--- config.mk ---
export PLATFORM = sky130hd
export DESIGN_NAME = haem_monitor
export DESIGN_NICKNAME = d
export VERILOG_FILES = /design/src/rtl/haem_pkg.sv /design/src/rtl/haem_monitor.sv
export SDC_FILE = /design/constraint.sdc
export NUM_CORES = 1
export LEC_CHECK = 0
export BUFFER_PORTS_ARGS = -buffer_cell sky130_fd_sc_hd__buf_2
export CORE_ASPECT_RATIO = 0.8
export CORE_UTILIZATION = 60
export CTS_BUF_LIST = sky130_fd_sc_hd__clkbuf_8
export DETAILED_ROUTE_END_ITERATION = 16
export HOLD_SLACK_MARGIN = 0.12
export PLACE_DENSITY = 0.94
export SYNTH_ARGS = -nofsm -noshare
export SYNTH_HDL_FRONTEND = slang
export SYNTH_SLANG_ARGS = --single-unit
--- constraint.sdc ---
create_clock -name aclk -period 6.8 [get_ports aclk]
set_input_delay 0.68 -clock aclk [delete_from_list [all_inputs] [get_ports aclk]]
set_output_delay 0.68 -clock aclk [all_outputs]
set_load 0.05 [all_outputs]
--- src/rtl/haem_pkg.sv ---
package haem_pkg;
   // ************************************************************
   // event codes
   // ************************************************************
   localparam logic [7:0] HAEM_EVT_DIR_LOOKUP = 8'h53;
   localparam logic [7:0] HAEM_EVT_DIR_UPDATE = 8'h54;
   localparam logic [7:0] HAEM_EVT_BYPASS = 8'h57;
   localparam logic [7:0] HAEM_EVT_MEM_READ = 8'h59;
   localparam logic [7:0] HAEM_EVT_MEM_WRITE = 8'h5b;
   localparam logic [7:0] HAEM_EVT_OC_LOOKUP = 8'h5e;
   localparam logic [7:0] HAEM_EVT_OC_HIT = 8'h5f;
   localparam logic [7:0] HAEM_EVT_OC_MISS = 8'h60;
   localparam logic [7:0] HAEM_EVT_OC_UPDATE = 8'h61;

   // ************************************************************
   // control word layout
   // ************************************************************
   localparam int HAEM_CODE_LSB = 0;
   localparam int HAEM_CODE_MSB = 7;
   localparam int HAEM_UMASK_LSB = 8;
   localparam int HAEM_UMASK_MSB = 15;
   localparam int HAEM_EN_BIT = 22;

   // ************************************************************
   // register map (byte addresses)
   // ************************************************************
   localparam logic [7:0] HAEM_ADDR_CTL = 8'h00;
   localparam logic [7:0] HAEM_ADDR_CNT = 8'h04;
   localparam logic [7:0] HAEM_ADDR_STAT = 8'h08;
   localparam logic [31:0] HAEM_CTL_RESET = 32'h0000_0000;
   localparam logic [31:0] HAEM_CNT_RESET = 32'h0000_0000;
   localparam logic [1:0] HAEM_RESP_OKAY = 2'b00;
   localparam logic [1:0] HAEM_RESP_SLVERR = 2'b10;

   // ************************************************************
   // occurrence strobes from the home agent, one bit per subevent
   // ************************************************************
   typedef struct packed {
      logic [7:0] dir_lookup;
      logic [7:0] dir_update;
      logic [7:0] bypass;
      logic [7:0] mem_read;
      logic [7:0] mem_write;
      logic [7:0] oc_lookup;
      logic [7:0] oc_hit;
      logic [7:0] oc_miss;
      logic [7:0] oc_update;
   } haem_occ_t;

   typedef enum logic [1:0] {
      HAEM_WR_IDLE = 2'b00,
      HAEM_WR_RESP = 2'b01
   } haem_wr_state_t;
endpackage

--- src/rtl/haem_monitor.sv ---
// Notes on behaviour
// - code 0x53 counts directory lookups
// - lookup bit0: snoops needed, directory dirty
// - lookup bit1: no snoops, directory clean
// - code 0x54 counts directory updates
// - update bit0: home pipe writes, no writebacks
// - update bit1: request tracker pipe writes
// - directory events meaningful only with directory
// - code 0x5f bit0: remote exclusive read hits
// - hit bit2: shared ownership request hits
// - hit bits3,4: writeback to exclusive, invalid/shared
// - code 0x5e bit0 reads, bit1 writebacks
// - code 0x60 bits5,6: shared/unshared ownership misses
// - miss bit7: remote read or invalidate
// - code 0x61 bit0: local forward converted
// - update bit1: remote forward updated
// - update bits2-4: shared, ownership read, deallocate
// - code 0x59 bit0 normal, bit1 isochronous reads
// - reads issued plus bypass equal column reads
// - code 0x5b bits0-3 write kinds
// - ownership reads cause directory update writes
module haem_monitor
   import haem_pkg::*;
#(
   parameter int CNT_W = 48,
   parameter bit HAS_DIRECTORY = 1'b1
) (
   input wire logic aclk,
   input wire logic aresetn,
   input wire logic clk_en,
   input wire haem_occ_t occ,
   input wire logic [7:0] s_axi_awaddr,
   input wire logic s_axi_awvalid,
   output logic s_axi_awready,
   input wire logic [31:0] s_axi_wdata,
   input wire logic [3:0] s_axi_wstrb,
   input wire logic s_axi_wvalid,
   output logic s_axi_wready,
   output logic [1:0] s_axi_bresp,
   output logic s_axi_bvalid,
   input wire logic s_axi_bready,
   input wire logic [7:0] s_axi_araddr,
   input wire logic s_axi_arvalid,
   output logic s_axi_arready,
   output logic [31:0] s_axi_rdata,
   output logic [1:0] s_axi_rresp,
   output logic s_axi_rvalid,
   input wire logic s_axi_rready,
   output logic count_inc
);
   // ************************************************************
   // control and event selection
   // ************************************************************
   logic [31:0] ctl_reg;
   logic [CNT_W-1:0] cnt_reg;
   wire [7:0] evt_code = ctl_reg[HAEM_CODE_MSB:HAEM_CODE_LSB];
   wire [7:0] umask = ctl_reg[HAEM_UMASK_MSB:HAEM_UMASK_LSB];
   wire count_en = ctl_reg[HAEM_EN_BIT];
   wire dir_ok = HAS_DIRECTORY;

   wire [7:0] sel_occ =
      (evt_code == HAEM_EVT_DIR_LOOKUP) ? (dir_ok ? occ.dir_lookup : 8'h00) :
      (evt_code == HAEM_EVT_DIR_UPDATE) ? (dir_ok ? occ.dir_update : 8'h00) :
      (evt_code == HAEM_EVT_BYPASS) ? occ.bypass :
      (evt_code == HAEM_EVT_MEM_READ) ? occ.mem_read :
      (evt_code == HAEM_EVT_MEM_WRITE) ? occ.mem_write :
      (evt_code == HAEM_EVT_OC_LOOKUP) ? occ.oc_lookup :
      (evt_code == HAEM_EVT_OC_HIT) ? occ.oc_hit :
      (evt_code == HAEM_EVT_OC_MISS) ? occ.oc_miss :
      (evt_code == HAEM_EVT_OC_UPDATE) ? occ.oc_update :
      8'h00;
   wire inc_now = count_en && |(sel_occ & umask);

   // ************************************************************
   // bus slave
   // ************************************************************
   haem_wr_state_t wr_state_reg;
   logic [1:0] bresp_reg;
   logic rvalid_reg;
   logic [31:0] rdata_reg;
   logic [1:0] rresp_reg;
   wire wr_go = clk_en && wr_state_reg == HAEM_WR_IDLE && s_axi_awvalid && s_axi_wvalid;
   wire wr_ctl = wr_go && s_axi_awaddr == HAEM_ADDR_CTL;
   wire wr_cnt = wr_go && s_axi_awaddr == HAEM_ADDR_CNT;
   wire wr_ok = s_axi_awaddr == HAEM_ADDR_CTL || s_axi_awaddr == HAEM_ADDR_CNT;
   wire rd_go = clk_en && !rvalid_reg && s_axi_arvalid;
   logic [31:0] wmask;
   logic [31:0] rd_val;
   logic rd_ok;

   genvar gi;
   generate
      for (gi = 0; gi < 4; gi++) begin : g_strb
         assign wmask[gi*8 +: 8] = {8{s_axi_wstrb[gi]}};
      end
   endgenerate

   always_comb begin
      rd_ok = 1'b1;
      if (s_axi_araddr == HAEM_ADDR_CTL) begin
         rd_val = ctl_reg;
      end else if (s_axi_araddr == HAEM_ADDR_CNT) begin
         rd_val = cnt_reg[31:0];
      end else if (s_axi_araddr == HAEM_ADDR_STAT) begin
         rd_val = 32'(cnt_reg[CNT_W-1:32]);
      end else begin
         rd_val = 32'h0000_0000;
         rd_ok = 1'b0;
      end
   end

   assign s_axi_awready = wr_go;
   assign s_axi_wready = wr_go;
   assign s_axi_bvalid = wr_state_reg == HAEM_WR_RESP;
   assign s_axi_bresp = bresp_reg;
   assign s_axi_arready = rd_go;
   assign s_axi_rvalid = rvalid_reg;
   assign s_axi_rdata = rdata_reg;
   assign s_axi_rresp = rresp_reg;

   always_ff @(posedge aclk) begin
      if (!aresetn) begin
         wr_state_reg <= HAEM_WR_IDLE;
         bresp_reg <= HAEM_RESP_OKAY;
         ctl_reg <= HAEM_CTL_RESET;
      end else if (clk_en) begin
         case (wr_state_reg)
            HAEM_WR_IDLE: begin
               if (wr_go) begin
                  wr_state_reg <= HAEM_WR_RESP;
                  bresp_reg <= wr_ok ? HAEM_RESP_OKAY : HAEM_RESP_SLVERR;
               end
            end
            default: begin
               if (s_axi_bready) begin
                  wr_state_reg <= HAEM_WR_IDLE;
               end
            end
         endcase
         if (wr_ctl) begin
            ctl_reg <= (ctl_reg & ~wmask) | (s_axi_wdata & wmask);
         end
      end
   end

   always_ff @(posedge aclk) begin
      if (!aresetn) begin
         rvalid_reg <= 1'b0;
         rdata_reg <= 32'h0000_0000;
         rresp_reg <= HAEM_RESP_OKAY;
      end else if (clk_en) begin
         if (rd_go) begin
            rvalid_reg <= 1'b1;
            rdata_reg <= rd_val;
            rresp_reg <= rd_ok ? HAEM_RESP_OKAY : HAEM_RESP_SLVERR;
         end else if (s_axi_rready) begin
            rvalid_reg <= 1'b0;
         end
      end
   end

   // ************************************************************
   // counter
   // ************************************************************
   logic inc_reg;
   wire [CNT_W-1:0] cnt_wr = {cnt_reg[CNT_W-1:32],
      (cnt_reg[31:0] & ~wmask) | (s_axi_wdata & wmask)};
   always_ff @(posedge aclk) begin
      if (!aresetn) begin
         cnt_reg <= CNT_W'(HAEM_CNT_RESET);
         inc_reg <= 1'b0;
      end else if (clk_en) begin
         inc_reg <= inc_now;
         if (wr_cnt) begin
            cnt_reg <= cnt_wr;
         end else if (inc_now) begin
            cnt_reg <= cnt_reg + CNT_W'(1);
         end
      end
   end
   assign count_inc = inc_reg;

   // ************************************************************
   // checks
   // ************************************************************
   chk_inc_match: assert property (@(posedge aclk) disable iff (!aresetn)
      clk_en && count_en && |(sel_occ & umask) |=> count_inc)
      else $error("match did not raise increment");
   chk_inc_cause: assert property (@(posedge aclk) disable iff (!aresetn)
      clk_en && !(count_en && |(sel_occ & umask)) |=> !count_inc)
      else $error("increment without match");
   chk_dir_lookup: assert property (@(posedge aclk) disable iff (!aresetn)
      clk_en && count_en && evt_code == HAEM_EVT_DIR_LOOKUP && dir_ok
      && |(occ.dir_lookup & umask) |=> count_inc)
      else $error("directory lookup missed");
   chk_dir_masked: assert property (@(posedge aclk) disable iff (!aresetn)
      clk_en && evt_code == HAEM_EVT_DIR_LOOKUP && umask == 8'h01
      && !occ.dir_lookup[0] |=> !count_inc)
      else $error("lookup counted without snoop");
   chk_no_dir: assert property (@(posedge aclk) disable iff (!aresetn)
      clk_en && !dir_ok && (evt_code == HAEM_EVT_DIR_UPDATE
      || evt_code == HAEM_EVT_DIR_LOOKUP) |=> !count_inc)
      else $error("directory count without directory");
   chk_wr_sel: assert property (@(posedge aclk) disable iff (!aresetn)
      clk_en && count_en && evt_code == HAEM_EVT_MEM_WRITE
      && |(occ.mem_write & umask) |=> count_inc)
      else $error("memory write missed");
   chk_oc_miss: assert property (@(posedge aclk) disable iff (!aresetn)
      clk_en && count_en && evt_code == HAEM_EVT_OC_MISS
      && umask[7] && occ.oc_miss[7] |=> count_inc)
      else $error("owner cache miss missed");
   chk_cnt_step: assert property (@(posedge aclk) disable iff (!aresetn)
      clk_en && inc_now && !wr_cnt |=> cnt_reg == $past(cnt_reg) + CNT_W'(1))
      else $error("counter did not step");
   chk_bresp_hold: assert property (@(posedge aclk) disable iff (!aresetn)
      s_axi_bvalid && !s_axi_bready |=> s_axi_bvalid)
      else $error("write response dropped");
   cov_dir: cover property (@(posedge aclk) count_inc && evt_code == HAEM_EVT_DIR_UPDATE);
   cov_oc: cover property (@(posedge aclk) count_inc && evt_code == HAEM_EVT_OC_HIT);
   cov_rd: cover property (@(posedge aclk) s_axi_rvalid && s_axi_rready);
   cov_freeze: cover property (@(posedge aclk) !clk_en ##1 clk_en);
   cov_slverr: cover property (@(posedge aclk) s_axi_bvalid && s_axi_bresp == HAEM_RESP_SLVERR);

   // ************************************************************
   // per subevent checks
   // ************************************************************
   chk_lookup_snoop: assert property (@(posedge aclk) disable iff (!aresetn)
      clk_en && count_en && evt_code == HAEM_EVT_DIR_LOOKUP && dir_ok
      && umask[0] && occ.dir_lookup[0] |=> count_inc)
      else $error("snoop needed lookup missed");
   chk_lookup_clean: assert property (@(posedge aclk) disable iff (!aresetn)
      clk_en && count_en && evt_code == HAEM_EVT_DIR_LOOKUP && dir_ok
      && umask[1] && occ.dir_lookup[1] |=> count_inc)
      else $error("snoop not needed lookup missed");
   chk_clean_masked: assert property (@(posedge aclk) disable iff (!aresetn)
      clk_en && evt_code == HAEM_EVT_DIR_LOOKUP && umask == 8'h02
      && !occ.dir_lookup[1] |=> !count_inc)
      else $error("clean lookup counted without occurrence");
   chk_update_any: assert property (@(posedge aclk) disable iff (!aresetn)
      clk_en && count_en && evt_code == HAEM_EVT_DIR_UPDATE && dir_ok
      && |(occ.dir_update & umask) |=> count_inc)
      else $error("directory update missed");
   chk_update_home: assert property (@(posedge aclk) disable iff (!aresetn)
      clk_en && count_en && evt_code == HAEM_EVT_DIR_UPDATE && dir_ok
      && umask[0] && occ.dir_update[0] |=> count_inc)
      else $error("home pipe update missed");
   chk_update_tracker: assert property (@(posedge aclk) disable iff (!aresetn)
      clk_en && count_en && evt_code == HAEM_EVT_DIR_UPDATE && dir_ok
      && umask[1] && occ.dir_update[1] |=> count_inc)
      else $error("tracker pipe update missed");
   chk_hit_excl: assert property (@(posedge aclk) disable iff (!aresetn)
      clk_en && count_en && evt_code == HAEM_EVT_OC_HIT
      && umask[0] && occ.oc_hit[0] |=> count_inc)
      else $error("exclusive read hit missed");
   chk_hit_shared: assert property (@(posedge aclk) disable iff (!aresetn)
      clk_en && count_en && evt_code == HAEM_EVT_OC_HIT
      && umask[2] && occ.oc_hit[2] |=> count_inc)
      else $error("shared ownership hit missed");
   chk_hit_wb_excl: assert property (@(posedge aclk) disable iff (!aresetn)
      clk_en && count_en && evt_code == HAEM_EVT_OC_HIT
      && umask[3] && occ.oc_hit[3] |=> count_inc)
      else $error("writeback to exclusive missed");
   chk_hit_wb_inv: assert property (@(posedge aclk) disable iff (!aresetn)
      clk_en && count_en && evt_code == HAEM_EVT_OC_HIT
      && umask[4] && occ.oc_hit[4] |=> count_inc)
      else $error("writeback to invalid or shared missed");
   chk_oclook_read: assert property (@(posedge aclk) disable iff (!aresetn)
      clk_en && count_en && evt_code == HAEM_EVT_OC_LOOKUP
      && umask[0] && occ.oc_lookup[0] |=> count_inc)
      else $error("owner cache read lookup missed");
   chk_oclook_wb: assert property (@(posedge aclk) disable iff (!aresetn)
      clk_en && count_en && evt_code == HAEM_EVT_OC_LOOKUP
      && umask[1] && occ.oc_lookup[1] |=> count_inc)
      else $error("owner cache writeback lookup missed");
   chk_oclook_masked: assert property (@(posedge aclk) disable iff (!aresetn)
      clk_en && evt_code == HAEM_EVT_OC_LOOKUP && umask == 8'h01
      && !occ.oc_lookup[0] |=> !count_inc)
      else $error("lookup counted without read");
   chk_miss_shared: assert property (@(posedge aclk) disable iff (!aresetn)
      clk_en && count_en && evt_code == HAEM_EVT_OC_MISS
      && umask[5] && occ.oc_miss[5] |=> count_inc)
      else $error("shared ownership miss missed");
   chk_miss_unshared: assert property (@(posedge aclk) disable iff (!aresetn)
      clk_en && count_en && evt_code == HAEM_EVT_OC_MISS
      && umask[6] && occ.oc_miss[6] |=> count_inc)
      else $error("unshared ownership miss missed");
   chk_upd_local: assert property (@(posedge aclk) disable iff (!aresetn)
      clk_en && count_en && evt_code == HAEM_EVT_OC_UPDATE
      && umask[0] && occ.oc_update[0] |=> count_inc)
      else $error("local forward conversion missed");
   chk_upd_remote: assert property (@(posedge aclk) disable iff (!aresetn)
      clk_en && count_en && evt_code == HAEM_EVT_OC_UPDATE
      && umask[1] && occ.oc_update[1] |=> count_inc)
      else $error("remote forward update missed");
   chk_upd_shared: assert property (@(posedge aclk) disable iff (!aresetn)
      clk_en && count_en && evt_code == HAEM_EVT_OC_UPDATE
      && umask[2] && occ.oc_update[2] |=> count_inc)
      else $error("shared update missed");
   chk_upd_own: assert property (@(posedge aclk) disable iff (!aresetn)
      clk_en && count_en && evt_code == HAEM_EVT_OC_UPDATE
      && umask[3] && occ.oc_update[3] |=> count_inc)
      else $error("ownership read update missed");
   chk_upd_dealloc: assert property (@(posedge aclk) disable iff (!aresetn)
      clk_en && count_en && evt_code == HAEM_EVT_OC_UPDATE
      && umask[4] && occ.oc_update[4] |=> count_inc)
      else $error("deallocation missed");
   chk_read_normal: assert property (@(posedge aclk) disable iff (!aresetn)
      clk_en && count_en && evt_code == HAEM_EVT_MEM_READ
      && umask[0] && occ.mem_read[0] |=> count_inc)
      else $error("normal read missed");
   chk_read_isochronous_priority: assert property (@(posedge aclk) disable iff (!aresetn)
      clk_en && count_en && evt_code == HAEM_EVT_MEM_READ
      && umask[1] && occ.mem_read[1] |=> count_inc)
      else $error("isochronous read missed");
   chk_read_masked: assert property (@(posedge aclk) disable iff (!aresetn)
      clk_en && evt_code == HAEM_EVT_MEM_READ && umask == 8'h02
      && !occ.mem_read[1] |=> !count_inc)
      else $error("read counted without isochronous read");
   chk_bypass_taken: assert property (@(posedge aclk) disable iff (!aresetn)
      clk_en && count_en && evt_code == HAEM_EVT_BYPASS
      && umask[0] && occ.bypass[0] |=> count_inc)
      else $error("taken bypass missed");
   chk_write_full: assert property (@(posedge aclk) disable iff (!aresetn)
      clk_en && count_en && evt_code == HAEM_EVT_MEM_WRITE
      && umask[0] && occ.mem_write[0] |=> count_inc)
      else $error("full write missed");
   chk_write_part: assert property (@(posedge aclk) disable iff (!aresetn)
      clk_en && count_en && evt_code == HAEM_EVT_MEM_WRITE
      && umask[1] && occ.mem_write[1] |=> count_inc)
      else $error("partial write missed");
   chk_write_isofull: assert property (@(posedge aclk) disable iff (!aresetn)
      clk_en && count_en && evt_code == HAEM_EVT_MEM_WRITE
      && umask[2] && occ.mem_write[2] |=> count_inc)
      else $error("isochronous full write missed");
   chk_write_isopart: assert property (@(posedge aclk) disable iff (!aresetn)
      clk_en && count_en && evt_code == HAEM_EVT_MEM_WRITE
      && umask[3] && occ.mem_write[3] |=> count_inc)
      else $error("isochronous partial write missed");

   // ************************************************************
   // bus and freeze checks
   // ************************************************************
   chk_freeze_state: assert property (@(posedge aclk) disable iff (!aresetn)
      !clk_en |=> $stable(cnt_reg) && $stable(ctl_reg) && $stable(count_inc))
      else $error("state moved while frozen");
   chk_rvalid_hold: assert property (@(posedge aclk) disable iff (!aresetn)
      s_axi_rvalid && !s_axi_rready |=> s_axi_rvalid && $stable(s_axi_rdata))
      else $error("read response dropped");
   chk_aw_pair: assert property (@(posedge aclk) disable iff (!aresetn)
      s_axi_awready |-> s_axi_awvalid && s_axi_wvalid && clk_en)
      else $error("address taken without data");
   chk_ar_busy: assert property (@(posedge aclk) disable iff (!aresetn)
      s_axi_arready |-> !s_axi_rvalid && clk_en)
      else $error("read taken while response pending");
   chk_wr_slverr: assert property (@(posedge aclk) disable iff (!aresetn)
      wr_go && !wr_ok |=> s_axi_bvalid && s_axi_bresp == HAEM_RESP_SLVERR)
      else $error("unmapped write not refused");
   chk_ctl_write: assert property (@(posedge aclk) disable iff (!aresetn)
      wr_ctl && s_axi_wstrb == 4'hf |=> ctl_reg == $past(s_axi_wdata))
      else $error("control write lost");
endmodule

* Word-level counts from Yosys, hierarchy flattened
Cells that the tools add are included.
** Cells by class
- Bitwise operators :: 8
- Reduce and logical (&&, ||, !) cells :: 24
- Add/subtract/negate cells :: 1
- Equal/unequal tests :: 14
- Muxes and demuxes :: 24
** Operators by type and width (count)
- 32-bit two-way mux :: 4
- 32-bit bitwise AND :: 3
- 8-bit by 7-bit == test with 1-bit output, second input constant :: 9
- 8-bit two-way mux :: 9
- 32-bit OR :: 2
- 48-bit by 1-bit adder with 48-bit output, second input constant :: 1
- 32-bit inverter :: 1
- 8-bit by 3-bit == test with 1-bit output, second input constant :: 2
- 8-bit zero test :: 2
- 16-bit two-way mux :: 1
- 2-bit two-way mux :: 5
- 3-bit AND reduction :: 3
- 8-bit bitwise AND :: 1
- 8-bit by 4-bit == test with 1-bit output, second input constant :: 1
- 1-bit logical AND :: 8
- 2-bit AND reduction :: 4
- 8-bit OR reduction :: 1
- 2-bit nonzero test :: 3
- 1-bit two-way mux :: 5
- 2-bit by 1-bit == test with 1-bit output, second input constant :: 1
- 2-bit zero test :: 1
- 2-bit != test, second input constant :: 1
- 1-bit zero test :: 1
- 1-bit logical OR :: 1
- 1-bit inverter :: 1
** Storage, ports and cells
- Word-level logic and storage cells :: 80
- Register bits after elaboration :: 120
- Output and inout port bits :: 42
- Input bits :: 132

* Depth between registers and ports, before layout
- Depth in word-level cells :: 15
- Depth in mapped cells :: 14

* Least setup slack after synthesis
No wires, ideal clock.
- Path kind :: register to register
- From :: register (tool-made name)
- To :: register (tool-made name)
- Data arrival time :: 2.857 ns
- Library setup time :: 0.122 ns
- Buffers on the path :: 5
- Setup slack :: 3.821 ns
- Cell stages (with the launch flop) :: 13
- Cells stage by stage :: dfxtp_1 buf_2 buf_1 buf_1 mux2i_1 a2bb2oi_1 o32ai_1 a211oi_1 nand4_4 and2_1 buf_4 buf_6 o311a_1

==> PnR_summary.wiki <==
{| class="wikitable"
! Metric !! Value
|-
| Nature of the critical path endpoint || flop
|-
| Width of the chip || 122 um
|-
| Met1 track demand over resource || 51.8%
|-
| Initial antenna violation count || 0
|-
| Switching share of total power || 24.6%
|-
| CTS tree || done
|-
| Maximum number of pins on one net before global-route repair || just under 100
|-
| Switching power || roughly 0.00034 W
|-
| Achievable Freq || 224 MHz
|-
| Internal power || ~0.0011 W
|-
| Post-synthesis to final-layout area growth || 16.2%
|-
| Period minus WS final || 4460 ps
|-
| Cell with the most instances after synthesis || nand2_1
|-
| Iteration count of the initial detailed-routing pass || 8
|-
| Die Footprint || 12000 um2
|-
| Worst Hold Path Cells || 2
|-
| Clock share of power || between 40% and 50%
|-
| Reg power frac || 49.3%
|-
| Area contributors post-synth || dfxtp_1 (34%), nand2_1 (7.9%), a21oi_1 (5.0%)
|-
| Per-instance average area after synthesis || ~7.7 um2
|-
| Fraction of post-synthesis cell area in the top cell type by area || between 30% and 40%
|-
| Total count of max-transition violations in the final report || 0
|-
| Final critical-path share of the clock period || 65.6%
|-
| PwrDens || ~170 nW/um2
|-
| RePlAce Congestion || 0.991
|-
| Sinks on Clock Net || between 100 and 150
|-
| Fraction of layout instances using a drive strength above 1 || 22.1%
|-
| Cell breakdown of the critical path || nand2_1 > or4_1 > o221ai_1 > o22ai_1 > a2111oi_4 > nand4_4 > and2_1 > a41oi_1 > a211oi_1
|-
| Std-Cell Rows || 34
|-
| Library cells used by synthesis || 80
|-
| Worst-path maximum fanout || 26
|-
| Total power draw || ~0.0014 W
|-
| Hold Path Class || reg -> reg
|-
| Final-layout setup total negative slack || 0 ps
|-
| Overflow left after global routing || 0
|-
| Port-buffer cells || between 150 and 200
|-
| Maximum number of buffers from clock root to sink || 2
|-
| R2R depth || 9
|-
| Routed WL || 22000 um
|-
| Chip height || 98.1 um
|-
| Peak supply drop || 0.110 mV
|-
| Top-level port count || 174
|-
| Number of nets at the end of the flow || roughly 1200
|-
| Ant. Diodes || 0
|-
| Detailed placement HPWL || 15700 um
|-
| Top cells by instance count after synthesis || nand2_1 (146), dfxtp_1 (117), a21oi_1 (69)
|-
| Final hold viol count || 0
|-
| Vias per cell || 6.64
|-
| Routing usage on met3 || a little under an eighth
|-
| Worst clock skew on the final layout || 9.72 ps
|-
| Routed via count || approximately 7800
|-
| Number of instances resized during post-cts repair || 0
|-
| Kind of start point of the critical path || flop
|-
| Number of post-CTS setup repair buffers || 0
|-
| Setup Viol. Count Final || 0
|-
| Worst-skew pair later-pin latency || 440 ps
|-
| Flop2flop setup slack || 2340 ps
|-
| Number of warnings reported in the yosys synthesis log || 0
|-
| Total CTS buffers || 17
|-
| Number of global-route vias before repair || 7046
|-
| Combinational Power Share || 7.2%
|-
| RSZ-0062 raised after global routing || false
|-
| Core Region || 11100 um2
|-
| Clock transition at path regs || roughly 70 ps
|-
| Average wire per standard cell || 18.7 um
|-
| Critical path data arrival time || 4730 ps
|-
| Tightest Pin Transition || 1230 ps
|-
| CTS Root Buffer Type || clkbuf_8
|-
| WP data required || between 7000 and 8000 ps
|-
| Number of DRC markers after the initial detailed-route iteration || between 1000 and 1500
|-
| Fraction of registers with async set/reset || 0%
|-
| Classification of the worst setup path || reg -> reg
|-
| Max Cap Viol || 0
|-
| Busiest grt layer || met2
|-
| Number of enable-type register cells in the synthesized netlist || 0
|-
| Cells after Synth || 897
|-
| Initial Utilization || ~63%
|-
| Total Routing Usage GR || 37.3%
|-
| Final routed DRC violation total || 0
|-
| Synth area leader || dfxtp_1
|-
| Post-cts hold buffer count || 0
|-
| Leakage || 3.04 nW
|-
| Seq/Total Area, Yosys || between 30% and 40%
|-
| Netlist Area Pre-Place || 6930 um2
|-
| Wire length of the first global-routing pass || 35000 um
|-
| Level count of the clock H-tree || 4
|-
| Largest stage delay, worst path || approximately 850 ps
|-
| Dominant register cell in the synthesized netlist || dfxtp_1
|-
| Result of the run || completed
|-
| Worst slew slack as a fraction of its limit || 16.8%
|-
| Critical Path Slowest Stage Cell || dfxtp_1
|-
| Met2 GRT Util || 53.8%
|-
| Flip-flop and latch count after synthesis || 117
|-
| Final ANT Viol Nets || 0
|}
[cells by family (layout without fill, tap and decap cells)]
group / count (synthesis) / after routing / share of synthesized area (%)
adder cells (fa/ha/maj): 1 / 1 / 0.181
buffers and inverters: 88 / 220 / 5.44
AO/OA/AOI/OAI: 252 / 252 / 24.9
multiplexers: 50 / 50 / 7.57
AND/OR/NAND/NOR: 378 / 378 / 26.8
flip-flops: 117 / 117 / 33.8
other: 1 / 2 / 0.0541
XOR/XNOR: 10 / 10 / 1.26
[metal layers]
layer  vias up  wire (um)
li1       3542          -
met1      3653       9010
met2       525       9440
met3        77       2990
met4         0        560
met5         -          0
[power groups by stage]
stage	Clock [W]	Combinational [W]	Sequential, W
6_report	0.000606	0.000100	0.000688
3_3_place_gp	0	0.0000964	0.000703
5_1_grt	0.000639	0.000106	0.000687
4_1_cts	0.000606	0.0000978	0.000688
2_1_floorplan	0	0.0000394	0.000708
3_5_place_dp	0	0.0000973	0.000703
[critical path, delay by kind of cell, from the launching register on]
family | cells | cell delay, ps
compound gates | 5 | 1350
simple gates | 4 | 2070
flops | 1 | 850
[cell usage in the layout (no fill, tap or decap), types with 9 or more instances in the layout]
master	count
a22oi_1	39
nand4_1	17
o21ai_0	31
nand3_1	28
inv_1	19
nand2_1	146
and3_1	18
dfxtp_1	117
a31oi_1	15
nor3_1	17
or4_1	14
mux2i_1	31
and2_1	16
a21oi_1	69
or3_1	9
clkbuf_8	18
mux2_2	16
nor2_1	68
buf_2	171
o31ai_1	11
[metrics by stage]
| stage | worst slack, ps | util (%) | instances | hold slack, ps | area [um2] |
|---|---|---|---|---|---|
| after global routing | 2050 | 72.8 | 1174 | 468 | 8050 |
| final | 2340 | 72.8 | 1174 | 451 | 8050 |
| after detailed placement | 2500 | 69.4 | 1142 | 441 | 7680 |
| after floorplan | 3820 | - | 898 | 429 | 6930 |
| after global placement | 2600 | 69.4 | 1142 | 436 | 7680 |
| after CTS | 2480 | 72.8 | 1174 | 450 | 8050 |
[worst min-delay path by stage]
stage            to
3_3_place_gp   flop
4_1_cts        flop
2_1_floorplan  flop
6_report       flop
3_5_place_dp   flop
5_1_grt        flop
[final cells by class]
class | count | area, um2
multi-input combinational | 693 | 4220
fill | 839 | 3010
sequential | 117 | 2340
timing repair buffer | 174 | 878
clock buffer | 18 | 248
tap | 144 | 180
clock inverter | 14 | 124
inverter | 14 | 52.6
(Power assumes the default switching activity.)
